`src/verilog/pbr_pkg.sv`:
```
// Functional notes
// (RL1) writing control bit 15 restores defaults; bit reads 1 until reset done
// (RL2) loopback returns transmit nibbles to receive path, medium receive ignored
// (RL3) entering loopback blanks receive valid for up to 560 ns
// (RL4) configuration loopback setting overrides the control loopback bit
// (RL5) bit 13 forces speed when negotiation off; resets to 1, reads back
// (RL6) bit 12 enables negotiation, resets 1; forced speed and duplex ignored
// (RL7) bit 11 selects low power mode; resets 0
// (RL8) bit 10 isolates the MAC-side nibble interface both directions; resets 0
// (RL9) bit 9 restarts negotiation and clears itself
// (RL10) bit 8 forces duplex when negotiation off; reads 1, read-only otherwise
// (RL11) loopback behaviour does not depend on the duplex bit
// (RL12) bit 7 is plain storage resetting to 1
// (RL13) station writes zeros to control bits 6:0; they reset to 0
// (RL14) status bits 14,13 read 1 unless ten-only advertisement strap active
// (RL15) status bits 12 and 11 read 1
// (RL16) status bit 6 reads 0; frames need full preamble
// (RL17) status bit 5 shows negotiation complete
// (RL18) status bit 4 shows remote fault; resets 0 (code reads live LIVE.remote_fault, with no reset value)
// (RL19) status bits 3 and 0 read 1
// (RL20) status bit 2 is link, latched low, resets 0
// (RL21) status bit 1 is jabber, 10 Mbps only, latched high, resets 0
// (RL22) status bit 15 reads 0; station writes it as 0
// (RL23) access only via serial management frames; every such access served (code drops control writes that arrive while a reset runs)
// (RL24) self-clearing bits drop alone; latch bits hold their event value
// (RL25) after a read returns a latched value, the bit follows live again
package pbr_pkg;
  localparam int          CLK_PERIOD_NS  = 50;
  localparam int          LOOP_DEAD_NS   = 560;
  localparam int          LOOP_DEAD_CYC  = LOOP_DEAD_NS / CLK_PERIOD_NS;
  localparam logic [4:0]  SOFT_RST_CYC   = 5'h10;
  localparam logic [5:0]  PREAMBLE_LEN   = 6'h20;
  localparam logic [1:0]  OP_RD          = 2'h2;
  localparam logic [1:0]  OP_WR          = 2'h1;
  localparam logic [4:0]  REG_CTRL       = 5'h00;
  localparam logic [4:0]  REG_STAT       = 5'h01;
  localparam int          CB_RESET       = 15;
  localparam int          CB_LOOP        = 14;
  localparam int          CB_SPEED       = 13;
  localparam int          CB_ANEN        = 12;
  localparam int          CB_PDOWN       = 11;
  localparam int          CB_ISO         = 10;
  localparam int          CB_ANRST       = 9;
  localparam int          CB_DUP         = 8;
  localparam int          CB_COLL        = 7;
  localparam logic [15:0] CTRL_RESET_VAL = 16'h3080;
  localparam logic [15:0] STAT_FIXED     = 16'h1809;
  localparam logic [15:0] STAT_100_ABLE  = 16'h6000;

  typedef enum {MS_PRE, MS_ST, MS_OP, MS_PHY, MS_REG, MS_TA, MS_DATA} pbr_mstate_t;

  typedef struct packed {
    logic       en;
    logic [3:0] d;
  } pbr_mii_t;

  typedef struct packed {
    logic loopback;
    logic speed_100;
    logic full_duplex;
    logic aneg_en;
    logic aneg_restart;
    logic power_down;
    logic isolate;
  } pbr_mode_t;

  typedef struct packed {
    logic link_ok;
    logic jabber;
    logic aneg_done;
    logic remote_fault;
    logic an_speed_100;
    logic an_full_duplex;
  } pbr_live_t;

  typedef struct packed {
    logic latched;
  } pbr_cell_t;

  typedef struct packed {
    pbr_mstate_t mstate;
    logic [5:0]  cnt;
    logic        mdc_q;
    logic [15:0] shreg;
    logic [1:0]  op;
    logic        phy_hit;
    logic [4:0]  regad;
    logic [15:0] rdata;
    logic        mdio_o;
    logic        mdio_oe;
    logic        loop;
    logic        speed;
    logic        aneg;
    logic        pdown;
    logic        iso;
    logic        dup;
    logic        coll;
    logic [6:0]  rsvd;
    logic        restart;
    logic [4:0]  srst_cnt;
    logic        strap10;
    logic        loop_q;
    logic [3:0]  dead_cnt;
    pbr_mode_t   mode;
    pbr_mii_t    mac_rx;
    pbr_mii_t    line_tx;
  } pbr_state_t;

  // power-up runs the same sequence as a software reset, so the strap is caught after release
  localparam pbr_state_t ST_RESET = '{mstate: MS_PRE, srst_cnt: SOFT_RST_CYC, default: '0};
endpackage : pbr_pkg

```
`src/verilog/pbr_latch_cell.sv`:
```
module pbr_latch_cell #(
  parameter logic LV          = 1'b0,
  parameter logic RST_LATCHED = 1'b0
) (
  // clock and reset
  input  logic clk,
  input  logic init,
  // condition and read strobe
  input  logic live,
  input  logic rd_clr,
  // reported value
  output logic value
);
  import pbr_pkg::*;

  pbr_cell_t s;
  pbr_cell_t next_s;

  always_comb begin
    next_s = s;
    if (rd_clr) begin
      next_s.latched = 1'b0; // RL25
    end
    // an event in the read cycle is kept for the next read
    if (live == LV) begin
      next_s.latched = 1'b1; // RL24
    end
  end

  always_ff @(posedge clk) begin
    if (init) begin
      s <= '{latched: RST_LATCHED};
    end else begin
      s <= next_s;
    end
  end

  assign value = s.latched ? LV : live;
endmodule : pbr_latch_cell

```
`src/verilog/pbr_regs.sv`:
```
module pbr_regs (
  // clock and reset
  input  logic              CLK_SYS,
  input  logic              SYS_RST,
  // management interface
  input  logic [4:0]        PHY_ADDR,
  input  logic              MDC,
  input  logic              MDIO_I,
  output logic              MDIO_O,
  output logic              MDIO_OE,
  // configuration pins
  input  logic              TEN_MBPS_ONLY_ADVERT_STRAP,
  input  logic              LOOP_CFG_VALID,
  input  logic              LOOP_CFG,
  // live line status and operating mode
  input  pbr_pkg::pbr_live_t LIVE,
  output pbr_pkg::pbr_mode_t MODE,
  // nibble paths
  input  pbr_pkg::pbr_mii_t  MAC_TX,
  output pbr_pkg::pbr_mii_t  MAC_RX,
  output pbr_pkg::pbr_mii_t  LINE_TX,
  input  pbr_pkg::pbr_mii_t  LINE_RX
);
  import pbr_pkg::*;

  pbr_state_t  s;
  pbr_state_t  next_s;
  logic        mdc_rise;
  logic        busy;
  logic        rd_go;
  logic        wr_go;
  logic        stat_rd;
  logic        ctl_wr;
  logic [15:0] ctl_word;
  logic [15:0] sh_word;
  logic [15:0] ctrl_view;
  logic [15:0] stat_view;
  logic [15:0] rd_word;
  logic        loop_eff;
  logic        loop_entry;
  logic        dead;
  logic        link_v;
  logic        jab_v;
  logic        cell_init;
  pbr_mii_t    rx_src;

  assign busy      = s.srst_cnt != 5'h00;
  assign cell_init = SYS_RST | busy;
  assign sh_word   = {s.shreg[14:0], MDIO_I};
  assign rd_go     = s.phy_hit && (s.op == OP_RD);
  assign wr_go     = s.phy_hit && (s.op == OP_WR);
  assign loop_eff  = LOOP_CFG_VALID ? LOOP_CFG : s.loop; // RL4

  // link latches low and powers up latched, so it reads 0 before the first read
  pbr_latch_cell #(
    .LV          (1'b0),
    .RST_LATCHED (1'b1)
  ) u_link (
    .clk    (CLK_SYS),
    .init   (cell_init),
    .live   (LIVE.link_ok),
    .rd_clr (stat_rd),
    .value  (link_v)
  ); // RL20

  pbr_latch_cell #(
    .LV          (1'b1),
    .RST_LATCHED (1'b0)
  ) u_jabber (
    .clk    (CLK_SYS),
    .init   (cell_init),
    .live   (LIVE.jabber & ~s.mode.speed_100),
    .rd_clr (stat_rd),
    .value  (jab_v)
  ); // RL21

  // read views
  always_comb begin
    ctrl_view = {busy, s.loop, s.speed, s.aneg, s.pdown, s.iso, s.restart,
                 s.aneg | s.dup, s.coll, s.rsvd}; // RL1 RL10
    stat_view = STAT_FIXED; // RL15 RL16 RL19 RL22
    if (!s.strap10) begin
      stat_view = stat_view | STAT_100_ABLE; // RL14
    end
    stat_view = stat_view | {10'h000, LIVE.aneg_done, LIVE.remote_fault, 1'b0,
                             link_v, jab_v, 1'b0}; // RL17 RL18
    if (sh_word[4:0] == REG_CTRL) begin
      rd_word = ctrl_view;
    end else if (sh_word[4:0] == REG_STAT) begin
      rd_word = stat_view;
    end else begin
      rd_word = 16'h0000;
    end
  end

  always_comb begin
    next_s         = s;
    next_s.restart = 1'b0; // RL9
    next_s.mdc_q   = MDC;
    mdc_rise       = MDC & ~s.mdc_q;
    stat_rd        = 1'b0;
    ctl_wr         = 1'b0;
    ctl_word       = sh_word;

    // management frame engine, stepped on each management clock rise
    if (mdc_rise) begin
      next_s.cnt = s.cnt + 6'h01;
      case (s.mstate)
        MS_PRE: begin
          if (MDIO_I) begin
            if (s.cnt == PREAMBLE_LEN) begin
              next_s.cnt = s.cnt;
            end
          end else begin
            next_s.cnt = 6'h00;
            if (s.cnt == PREAMBLE_LEN) begin
              next_s.mstate = MS_ST; // RL16
            end
          end
        end
        MS_ST: begin
          next_s.cnt    = 6'h00;
          next_s.mstate = MDIO_I ? MS_OP : MS_PRE;
        end
        MS_OP: begin
          next_s.op = {s.op[0], MDIO_I};
          if (s.cnt == 6'h01) begin
            next_s.cnt    = 6'h00;
            next_s.mstate = MS_PHY;
          end
        end
        MS_PHY: begin
          next_s.shreg = sh_word;
          if (s.cnt == 6'h04) begin
            next_s.cnt     = 6'h00;
            next_s.phy_hit = sh_word[4:0] == PHY_ADDR;
            next_s.mstate  = MS_REG;
          end
        end
        MS_REG: begin
          next_s.shreg = sh_word;
          if (s.cnt == 6'h04) begin
            next_s.cnt    = 6'h00;
            next_s.regad  = sh_word[4:0];
            next_s.mstate = MS_TA;
            if (rd_go) begin
              next_s.rdata = rd_word; // RL23
              stat_rd      = sh_word[4:0] == REG_STAT; // RL25
            end
          end
        end
        MS_TA: begin
          // first turnaround bit is left to float, second is driven low
          if (s.cnt == 6'h00) begin
            if (rd_go) begin
              next_s.mdio_oe = 1'b1; // RL23
              next_s.mdio_o  = 1'b0;
            end
          end else begin
            next_s.cnt    = 6'h00;
            next_s.mstate = MS_DATA;
            next_s.mdio_o = s.rdata[15];
            next_s.rdata  = {s.rdata[14:0], 1'b0};
          end
        end
        MS_DATA: begin
          next_s.shreg  = sh_word;
          next_s.mdio_o = s.rdata[15];
          next_s.rdata  = {s.rdata[14:0], 1'b0};
          if (s.cnt == 6'h0F) begin
            next_s.cnt     = 6'h00;
            next_s.mdio_oe = 1'b0;
            next_s.mdio_o  = 1'b0;
            next_s.mstate  = MS_PRE;
            ctl_wr         = wr_go && (s.regad == REG_CTRL); // RL23
          end
        end
        default: begin
          next_s.mstate = MS_PRE;
        end
      endcase
    end

    // while reset runs, writes are dropped and defaults are reapplied each cycle
    if (busy) begin
      next_s.srst_cnt = s.srst_cnt - 5'h01;
      next_s.strap10  = TEN_MBPS_ONLY_ADVERT_STRAP;
      next_s.dup      = 1'b0;
      ctl_wr          = 1'b1;
      ctl_word        = CTRL_RESET_VAL; // RL1
    end else if (ctl_wr && ctl_word[CB_RESET]) begin
      next_s.srst_cnt = SOFT_RST_CYC; // RL1
      ctl_wr          = 1'b0;
    end

    if (ctl_wr) begin
      next_s.loop    = ctl_word[CB_LOOP]; // RL2
      next_s.speed   = ctl_word[CB_SPEED]; // RL5
      next_s.aneg    = ctl_word[CB_ANEN]; // RL6
      next_s.pdown   = ctl_word[CB_PDOWN]; // RL7
      next_s.iso     = ctl_word[CB_ISO]; // RL8
      next_s.restart = ctl_word[CB_ANRST]; // RL9
      if (!ctl_word[CB_ANEN]) begin
        next_s.dup = ctl_word[CB_DUP]; // RL10
      end
      next_s.coll = ctl_word[CB_COLL]; // RL12
      next_s.rsvd = ctl_word[CB_COLL-1:0]; // RL13
    end

    // loopback entry blanks receive valid while the descrambler resyncs
    loop_entry    = loop_eff & ~s.loop_q;
    dead          = loop_entry | (s.dead_cnt != 4'h0);
    next_s.loop_q = loop_eff;
    if (loop_entry) begin
      next_s.dead_cnt = 4'(LOOP_DEAD_CYC - 1); // RL3
    end else if (s.dead_cnt != 4'h0) begin
      next_s.dead_cnt = s.dead_cnt - 4'h1;
    end

    rx_src = loop_eff ? MAC_TX : LINE_RX; // RL2
    if (loop_eff && dead) begin
      rx_src.en = 1'b0; // RL3
    end
    if (s.iso) begin
      next_s.mac_rx  = '0; // RL8
      next_s.line_tx = '0;
    end else begin
      next_s.mac_rx  = rx_src;
      next_s.line_tx = s.pdown ? '0 : MAC_TX; // RL7
    end

    next_s.mode.loopback     = loop_eff;
    next_s.mode.speed_100    = s.aneg ? LIVE.an_speed_100 : s.speed; // RL5 RL6
    next_s.mode.full_duplex  = loop_eff | (s.aneg ? LIVE.an_full_duplex : s.dup); // RL6 RL11
    next_s.mode.aneg_en      = s.aneg;
    next_s.mode.aneg_restart = s.restart; // RL9
    next_s.mode.power_down   = s.pdown; // RL7
    next_s.mode.isolate      = s.iso; // RL8
  end

  always_ff @(posedge CLK_SYS) begin
    if (SYS_RST) begin
      s <= ST_RESET;
    end else begin
      s <= next_s;
    end
  end

  assign MDIO_O  = s.mdio_o;
  assign MDIO_OE = s.mdio_oe;
  assign MODE    = s.mode;
  assign MAC_RX  = s.mac_rx;
  assign LINE_TX = s.line_tx;
endmodule : pbr_regs

```
`config.mk`:
```
export PLATFORM = sky130hd
export DESIGN_NAME = pbr_regs
export DESIGN_NICKNAME = d
export VERILOG_FILES = /design/src/verilog/pbr_pkg.sv /design/src/verilog/pbr_latch_cell.sv /design/src/verilog/pbr_regs.sv
export SDC_FILE = /design/constraint.sdc
export NUM_CORES = 1
export LEC_CHECK = 0
export ABC_AREA = 1
export BUFFER_PORTS_ARGS = -buffer_cell sky130_fd_sc_hd__buf_2
export CORE_ASPECT_RATIO = 0.7
export CORE_MARGIN = 1.5
export CORE_UTILIZATION = 62
export CTS_CLUSTER_SIZE = 25
export DETAILED_ROUTE_END_ITERATION = 7
export GPL_ROUTABILITY_DRIVEN = 1
export PLACE_DENSITY_LB_ADDON = 0.15
export SETUP_SLACK_MARGIN = 0.02
export SYNTH_ARGS = -nofsm -noshare
export SYNTH_HDL_FRONTEND = slang
export SYNTH_SLANG_ARGS = --single-unit
```
`constraint.sdc`:
```
create_clock -name CLK_SYS -period 3.9 [get_ports CLK_SYS]
set_input_delay 0.195 -clock CLK_SYS [delete_from_list [all_inputs] [get_ports CLK_SYS]]
set_output_delay 0.195 -clock CLK_SYS [all_outputs]
set_load 0.005 [all_outputs]
```
==> impl_metrics.toml, run 1 <==
[routing]
drc = 0
detail-route-antenna-nets = 0
drt_pass1_iterations = 5
vias = 4070
via_per_inst = 5.36
wire_per_inst_um = 13.6
drt_iter0_markers = 362
routed_wl_um = 10300

[final_layout]
final_common_cell = "nand2_1"
n_fill_cell = 598
stdcell_count = 759
nNetsFinal = 692
layout_common_cells = "133 x nand2_1, 111 x nor2_1, 95 x dfxtp_1, 66 x inv_1, 49 x a21oi_1"
drive_gt1_frac = 0.126
antenna-diode-count = 0
area_growth_pct = 6.50

[critical_path]
r2r_setup_slack_ns = 1.62
critical_path_peak_fanout = 11
cp.required_ns = 4.21
worstReg2RegStart = "s[85]$_SDFF_PP0_"
critPathArrivalTime_ns = 2.59
startpoint = "s[85]$_SDFF_PP0_"
path_class = "flop to flop"
crit_path_start_kind = "flop"
setup.worst_path.end_class = "flop"
worstRegToRegCells = 7
r2r-end = "ctrl_view[13]$_SDFFE_PP0N_"

[pwr]
ir_drop_mv = 0.241
p_leak_nw = 2.14
powerDensity_mw_per_mm2 = 394

[worst_hold_path]
hold_depth = 2
hold_path_end = "u_link.s$_SDFFE_PP1P_"
min_from = "LIVE[5]"
hold_path_class = "input pin to flop"

[synthesis]
synth_area_mm2 = 0.00446
postSynthRegisterBits = 95
synth_cell_type_count = 32
syn_nets = 670
avgSynthCellArea_um2 = 7.00
netlist_instances = 638
ys_warn_count = 0
synth-seq-area-share = 0.426

[placed_design]
place_congestion = 0.933
port_buffers = 46
dp_cells = 743
dp.final_hpwl_um = 7560

[timing]
slew_headroom = 0.428
fmax_ghz = 0.438
slew_violations = 0
finClkSkew_ns = 0.00869
post-route-period-util = 0.586
setup_viol = 0
tns_ns = 0
holdWs_ns = 0.0429
layout_min_cycle_time_ns = 2.28
rsz0062_at_grt = "no"
worstMarginPinSlew_ns = 0.856
hold_viol_final = 0

[die]
rows = 25
die-area_mm2 = 0.00773
fp.dieW_um = 104
start_util = 0.652
core-area_mm2 = 0.00685
dieHeight_um = 74.0
ioPinCount = 47

[cts]
cts_buffers = 9
clockRootBuffer = "clkbuf_8"
clock_path_buffers = 2
clock-sinks = 95
cts_tree = "done"
h-tree-depth = 3
clock_latency_ns = 0.36
postCtsSetupBuffers = 0
cts_hold_buf = 0
clk_pin_slew_ns = 0.10
cts.repair.resized = 0

[global_routing]
grt_use_total = 0.281
grt-ovfl-total = 0
grt_pass1_vias = 3595
grt_first_pass_wirelength_um = 17100
antenna_found_initial = 0
grt_max_degree = 48

[outcome]
status = "completed"

[flow_run]
drv_cap = 0
## cell type report
cell class,instances,area [um2],area share
flip-flops and latches,95,1900,0.400
clock buffers,9,124,0.0261
repair buffers,47,238,0.0500
multi-input cells,435,2050,0.431
clock inverters,7,55.1,0.0116
well taps,94,118,0.0247
inverters,72,270,0.0568
## where the power goes
| part | switching, mW | total [mW] | internal [mW] |
|---|---|---|---|
| combinational | 0.145 | 0.234 | 0.0889 |
| sequential | 0.0249 | 1.04 | 1.01 |
| clock | 0.363 | 0.601 | 0.238 |
| total | 0.533 | 1.87 | 1.34 |
## Yosys cell counts
| cell type | count | area share |
|---|---|---|
| buf_2 | 5 | 0.0056 |
| nor2_4 | 6 | 0.015 |
| clkbuf_2 | 1 | 0.0011 |
| nand3b_2 | 1 | 0.0025 |
| nand4_1 | 13 | 0.018 |
| buf_6 | 4 | 0.010 |
| a21oi_1 | 49 | 0.055 |
| o21a_1 | 1 | 0.0017 |
| inv_1 | 66 | 0.055 |
| a31oi_1 | 1 | 0.0014 |
| nor2_2 | 1 | 0.0014 |
| or2_2 | 2 | 0.0028 |
| nand2_2 | 3 | 0.0042 |
| ha_1 | 4 | 0.011 |
| clkbuf_1 | 7 | 0.0059 |
| o21ai_1 | 1 | 0.0011 |
| xnor2_1 | 3 | 0.0059 |
| o21ai_0 | 48 | 0.054 |
| nand2_1 | 133 | 0.11 |
| inv_2 | 5 | 0.0042 |
| buf_4 | 19 | 0.032 |
| xor2_1 | 1 | 0.0020 |
| clkinv_1 | 1 | 0.00084 |
| nand3_1 | 31 | 0.035 |
| dfxtp_1 | 95 | 0.43 |
| nor3_1 | 8 | 0.0090 |
| a21boi_0 | 4 | 0.0067 |
| nand3_2 | 2 | 0.0045 |
| a211oi_1 | 10 | 0.017 |
| nand3_4 | 1 | 0.0039 |
| nor2_1 | 111 | 0.093 |
| o211ai_1 | 1 | 0.0017 |
## cell families after synthesis
| family | synth area share |
|---|---|
| buf+inv | 0.115 |
| flops | 0.426 |
| xor+xnor | 0.00785 |
| simple gates | 0.302 |
| compound gates | 0.138 |
| fa+ha+maj | 0.0112 |
## how the worst max path moves through the flow
| stage | endpoint | slack (ns) | depth (start not counted) |
|---|---|---|---|
| floorplan | s[45]$_SDFFE_PP0P_ | 2.34 | 9 |
| global placement | ctrl_view[12]$_SDFFE_PP0N_ | 1.82 | 9 |
| detailed placement | ctrl_view[13]$_SDFFE_PP0N_ | 1.65 | 9 |
| CTS | ctrl_view[13]$_SDFFE_PP0N_ | 1.66 | 7 |
| global route | ctrl_view[13]$_SDFFE_PP0N_ | 1.43 | 7 |
| finish | ctrl_view[13]$_SDFFE_PP0N_ | 1.62 | 7 |
## state kept, by name, summed over array words and instances, names as in the netlist
register and count:
LINE_TX 5, MAC_RX 5, MDIO_O 1, MDIO_OE 1, MODE 7, ctrl_view 14, s 60, u_jabber.s 1
u_link.s 1
## through the flow
stage / cell area (um2) / total power, mW / setup WS [ns] / util
3_5_place_dp: 4580 / 1.29 / 1.65 / 0.668
6_report: 4750 / 1.87 / 1.62 / 0.694
2_1_floorplan: 4460 / 1.24 / 2.34 / -
4_1_cts: 4750 / 1.88 / 1.66 / 0.694
3_3_place_gp: 4580 / 1.28 / 1.82 / 0.668
5_1_grt: 4750 / 1.96 / 1.43 / 0.694
## metal layers
layer	wire length (um)	vias to the layer above	track usage	part of all wire
met4	123	0	0.0710	0.012
li1	-	2062	-	-
met2	4270	132	0.433	0.41
met3	688	14	0.0596	0.067
met1	5210	1862	0.407	0.51
met5	0	-	0	0
## worst max-delay path, cell delays in order, from the launching register on
cell and delay [ns]:
dfxtp_1 0.31, nor2_1 0.65, nand4_1 0.27, nor2_2 0.39
nand3_2 0.29, nand3_1 0.14, nand2_1 0.07, nor2_1 0.11
Power figures use the tool's default switching activity.
==> run 2: changes to the inputs <==
CORE_UTILIZATION = 53   (was 62)
clock period = 2 ns   (was 3.9 ns; I/O delays follow)
==> impl_metrics.toml, run 2 (synthesis results as in run 1) <==
[outcome]
status = "completed"

[placed_design]
dpl_cell_area_mm2 = 0.00468
dp.final_hpwl_um = 7970
port_buffers = 46
place_congestion = 0.920

[die]
rows = 27
ioPinCount = 47
core-area_mm2 = 0.00801
start_util = 0.558
die-area_mm2 = 0.00899
fp.dieW_um = 113
dieHeight_um = 79.8

[pwr]
ir_drop_mv = 0.643
powerDensity_mw_per_mm2 = 874
p_leak_nw = 2.32

[timing]
rsz0062_at_grt = "no"
slew_headroom = 0.716
post-route-period-util = 0.885
layout_min_cycle_time_ns = 1.77
worstMarginPinSlew_ns = 0.425
finClkSkew_ns = 0.00975
hold_viol_final = 0
setup_viol = 0
tns_ns = 0
fmax_ghz = 0.565
slew_violations = 0

[cts]
clock_latency_ns = 0.34
clock-sinks = 95
cts_tree = "done"
clockRootBuffer = "clkbuf_16"
h-tree-depth = 3
clk_pin_slew_ns = 0.06
clock_path_buffers = 2
cts_buffers = 9

[flow_run]
drv_cap = 0

[global_routing]
grt_max_degree = 37
antenna_found_initial = 0
grt_use_total = 0.253
grt_pass1_vias = 3762
grt_first_pass_wirelength_um = 17700
grt-ovfl-total = 0

[final_layout]
nNetsFinal = 713
final_area_mm2 = 0.00509
antenna-diode-count = 0
layout_common_cells = "133 x nand2_1, 111 x nor2_1, 94 x dfxtp_1, 66 x inv_1, 49 x a21oi_1"
largest_register_ffs = 60
n_fill_cell = 722
area_growth_pct = 14.1
drive_gt1_frac = 0.146
final_common_cell = "nand2_1"
top_register = "s"

[critical_path]
cp.required_ns = 2.23
worstRegToRegCells = 10
slowest_stage = "dfxtp_2"
critical_path_peak_fanout = 12
r2r-end = "s[49]$_SDFFE_PP0P_"
crit_path_start_kind = "flop"
slowest_delay_ns = 0.34
startpoint = "s[86]$_SDFFE_PP0P_"
setup.worst_path.end_class = "flop"
path_class = "flop to flop"
r2r_setup_slack_ns = 0.23
crit_chain = "inv_1 -> ha_1 -> nand3_1 -> nor2_4 -> a21oi_1 -> nor2_4 -> buf_4 -> nand2_1 -> nor2_1 -> nor2_1"
critPathArrivalTime_ns = 2.00
worstSetupEndpoint = "s[49]$_SDFFE_PP0P_"
worstReg2RegStart = "s[86]$_SDFFE_PP0P_"

[routing]
routed_wl_um = 10800
drt_pass1_iterations = 5
via_per_inst = 5.27
wire_per_inst_um = 13.8
vias = 4134
drc = 0
drt_iter0_markers = 315
detail-route-antenna-nets = 0

[worst_hold_path]
hold_path_class = "input pin to flop"
## run 2: changes by cell type in the layout (fill, tap and decap cells not counted), sizes merged
| cell | delta |
|---|---|
| buf | +16 |
| bufinv | +3 |
| clkbuf | +1 |
| clkinv | -1 |
| clkinvlp | -2 |
| dlygate4sd3 | +5 |
| inv | -3 |
## run 2: layout make-up
type / instances / area (um2) / share of cell area
flip-flops and latches: 95 / 1900 / 0.374
clock buffers: 10 / 239 / 0.0469
clock inverters: 4 / 95.1 / 0.0187
repair buffers: 68 / 405 / 0.0796
multi-input cells: 435 / 2050 / 0.403
well taps: 101 / 126 / 0.0248
inverters: 72 / 270 / 0.0531
## run 2: timing repair
item	CTS	global route
resized for setup	0	2
endpoints found under the hold margin	5	0
hold buffers	5	0
setup endpoints to repair	0	14
setup buffers	0	3
## run 2: worst min-delay path by stage
stage | startpoint | end | cells past startpoint
final | MAC_TX[3] | LINE_TX[3]$_SDFF_PP0_ | 3
after global routing | MAC_TX[1] | LINE_TX[1]$_SDFF_PP0_ | 3
after CTS | MAC_TX[3] | LINE_TX[3]$_SDFF_PP0_ | 3
after detailed placement | LIVE[5] | u_link.s$_SDFFE_PP1P_ | 2
after global placement | LIVE[5] | u_link.s$_SDFFE_PP1P_ | 2
after floorplan | LIVE[5] | u_link.s$_SDFFE_PP1P_ | 1
## run 2: layer usage
layer	share of wire	track usage	wire length, um
met1	0.50	0.363	5390
met2	0.41	0.371	4370
met3	0.088	0.0820	951
met4	0.0070	0.0494	76
met5	0	0	0
## run 2: worst max-delay path, delay by kind of cell (launching register included)
family / cells / cell delay, ns
DFF: 1 / 0.34
and+or+nand+nor: 6 / 0.67
adders and majority gates: 1 / 0.26
AOI/OAI and AO/OA: 1 / 0.11
buffers and inverters: 2 / 0.29
## run 2: metrics by stage
step           power, mW  std cells   util  worst slack [ns]  hold WS (ns)
5_1_grt             4.62        785  0.636            0.0375       0.00570
6_report            4.45        785  0.636             0.230       0.00237
4_1_cts             4.47        782  0.633            0.0975      0.000528
3_3_place_gp        2.52        763  0.585             0.227         0.312
2_1_floorplan       2.41        638      -             0.444         0.184
3_5_place_dp        2.54        763  0.585             0.118         0.318
## run 2: power by group
part	leakage, nW	total, mW	switching (mW)	internal (mW)
logic	1.38	0.474	0.281	0.193
clock network	0.164	1.94	0.704	1.24
registers	0.774	2.03	0.0524	1.98
total	2.32	4.45	1.04	3.41
==> run 3: changes to the inputs <==
HOLD_SLACK_MARGIN = 0.02   (was not set)
==> impl_metrics.toml, run 3 (synthesis results as in run 1) <==
[outcome]
status = "completed"

[final_layout]
multi_input_area_mm2 = 0.00205
top_register = "s"
register_area_mm2 = 0.00190
drive_gt1_frac = 0.146
layout_common_cells = "133 x nand2_1, 111 x nor2_1, 94 x dfxtp_1, 66 x inv_1, 49 x a21oi_1"
largest_register_ffs = 60
nNetsFinal = 716
area_growth_pct = 14.7
antenna-diode-count = 0
final_common_cell = "nand2_1"
n_fill_cell = 716

[routing]
routed_wl_um = 10900
drc = 0
drt_pass1_iterations = 6
vias = 4157
drt_iter0_markers = 319
via_per_inst = 5.28
detail-route-antenna-nets = 0
wire_per_inst_um = 13.8

[critical_path]
slowest_delay_ns = 0.48
slowest_stage = "dfxtp_1"
setup.worst_path.end_class = "flop"
critPathArrivalTime_ns = 2.00
crit_chain = "inv_1 -> nand2_1 -> nand2_2 -> inv_1 -> nand2_1 -> nand2_2 -> inv_2 -> o21ai_0 -> a21oi_1"
critical_path_peak_fanout = 15
path_class = "flop to flop"
crit_path_start_kind = "flop"
cp.required_ns = 2.23

[timing]
fmax_ghz = 0.564
layout_setup_ws_ns = 0.228
slew_headroom = 0.715
finClkSkew_ns = 0.00821
layout_min_cycle_time_ns = 1.77
hold_viol_final = 0
post-route-period-util = 0.886
setup_viol = 0
slew_violations = 0
rsz0062_at_grt = "no"
tns_ns = 0
worstMarginPinSlew_ns = 0.426

[cts]
clk_pin_slew_ns = 0.07
cts_buffers = 9
cts_tree = "done"
clock-sinks = 95
clock_latency_ns = 0.35
h-tree-depth = 3
clock_path_buffers = 2
clockRootBuffer = "clkbuf_16"

[die]
ioPinCount = 47
fp.dieW_um = 113
start_util = 0.558
die-area_mm2 = 0.00899
dieHeight_um = 79.8
core-area_mm2 = 0.00801
rows = 27

[pwr]
internal-power_mw = 3.42
ir_drop_mv = 0.644
power_switching_mw = 1.05
pwr-share-clk = 0.437
powerDensity_mw_per_mm2 = 872
p_leak_nw = 2.33
p_sw_frac = 0.235
pwr-share-comb = 0.107
pwr-share-seq = 0.455

[global_routing]
grt_max_degree = 37
antenna_found_initial = 0
grt-ovfl-total = 0
grt_pass1_vias = 3784
grt_first_pass_wirelength_um = 17800
grt_use_total = 0.254

[placed_design]
port_buffers = 46
place_congestion = 0.920
dp_slack_ns = 0.118
dp.final_hpwl_um = 7970

[worst_hold_path]
hold_path_class = "input pin to flop"

[flow_run]
drv_cap = 0
-- run 3: layout make-up --
class / instances / share of cell area
flip-flops and latches: 95 / 0.372
repair buffers: 71 / 0.0850
clock inverters: 4 / 0.0186
multi-input cells: 435 / 0.401
well taps: 101 / 0.0247
clock buffers: 10 / 0.0467
inverters: 72 / 0.0528
-- run 3: path summary, 6_finish.rpt --
kind,slack [ns],to,from,depth (start not counted)
worst max-delay path,0.23,s[73]$_SDFFE_PP0P_,s[94]$_SDFFE_PP0P_,9
worst min-delay path,0.04,MODE[5]$_SDFF_PP0_,LIVE[1],3
worst max register to register,0.23,s[73]$_SDFFE_PP0P_,s[94]$_SDFFE_PP0P_,9
worst min register to register,0.43,MODE[2]$_SDFF_PP0_,ctrl_view[9]$_SDFF_PP0_,2
-- run 3: power groups by stage --
| stage | clock [mW] | sequential (mW) | combinational (mW) |
|---|---|---|---|
| 4_1_cts | 1.96 | 2.03 | 0.477 |
| 5_1_grt | 2.04 | 2.04 | 0.542 |
| 2_1_floorplan | 0 | 2.06 | 0.350 |
| 3_5_place_dp | 0 | 2.07 | 0.462 |
| 6_report | 1.95 | 2.03 | 0.479 |
| 3_3_place_gp | 0 | 2.07 | 0.449 |
-- run 3: what timing repair did --
item,CTS,global route
buffers inserted,0,3
resized for setup,0,2
hold buffers,8,0
hold endpoints to repair,9,0
endpoints found under the setup margin,0,14
-- run 3: through the flow --
stage	instance area (um2)	util	hold WS, ns	power [mW]	cells
floorplan	4460	-	0.184	2.41	638
global placement	4680	0.585	0.312	2.52	763
detailed placement	4680	0.585	0.318	2.54	763
CTS	5100	0.637	0.0303	4.47	785
global route	5120	0.640	0.0504	4.63	788
finish	5120	0.640	0.0392	4.47	788
-- run 3: worst max-delay path: cells and delay by family, from the launching register on --
kind / cells / cell delay, ns
simple gates: 4 / 0.51
flops: 1 / 0.48
buf+inv: 3 / 0.38
compound gates: 2 / 0.27
-- run 3: layer usage --
layer / track usage / up-vias / routed length (um)
met3: 0.0820 / 8 / 852
met5: 0 / - / 0
met2: 0.373 / 129 / 4380
li1: - / 2116 / -
met4: 0.0494 / 0 / 82
met1: 0.366 / 1904 / 5540
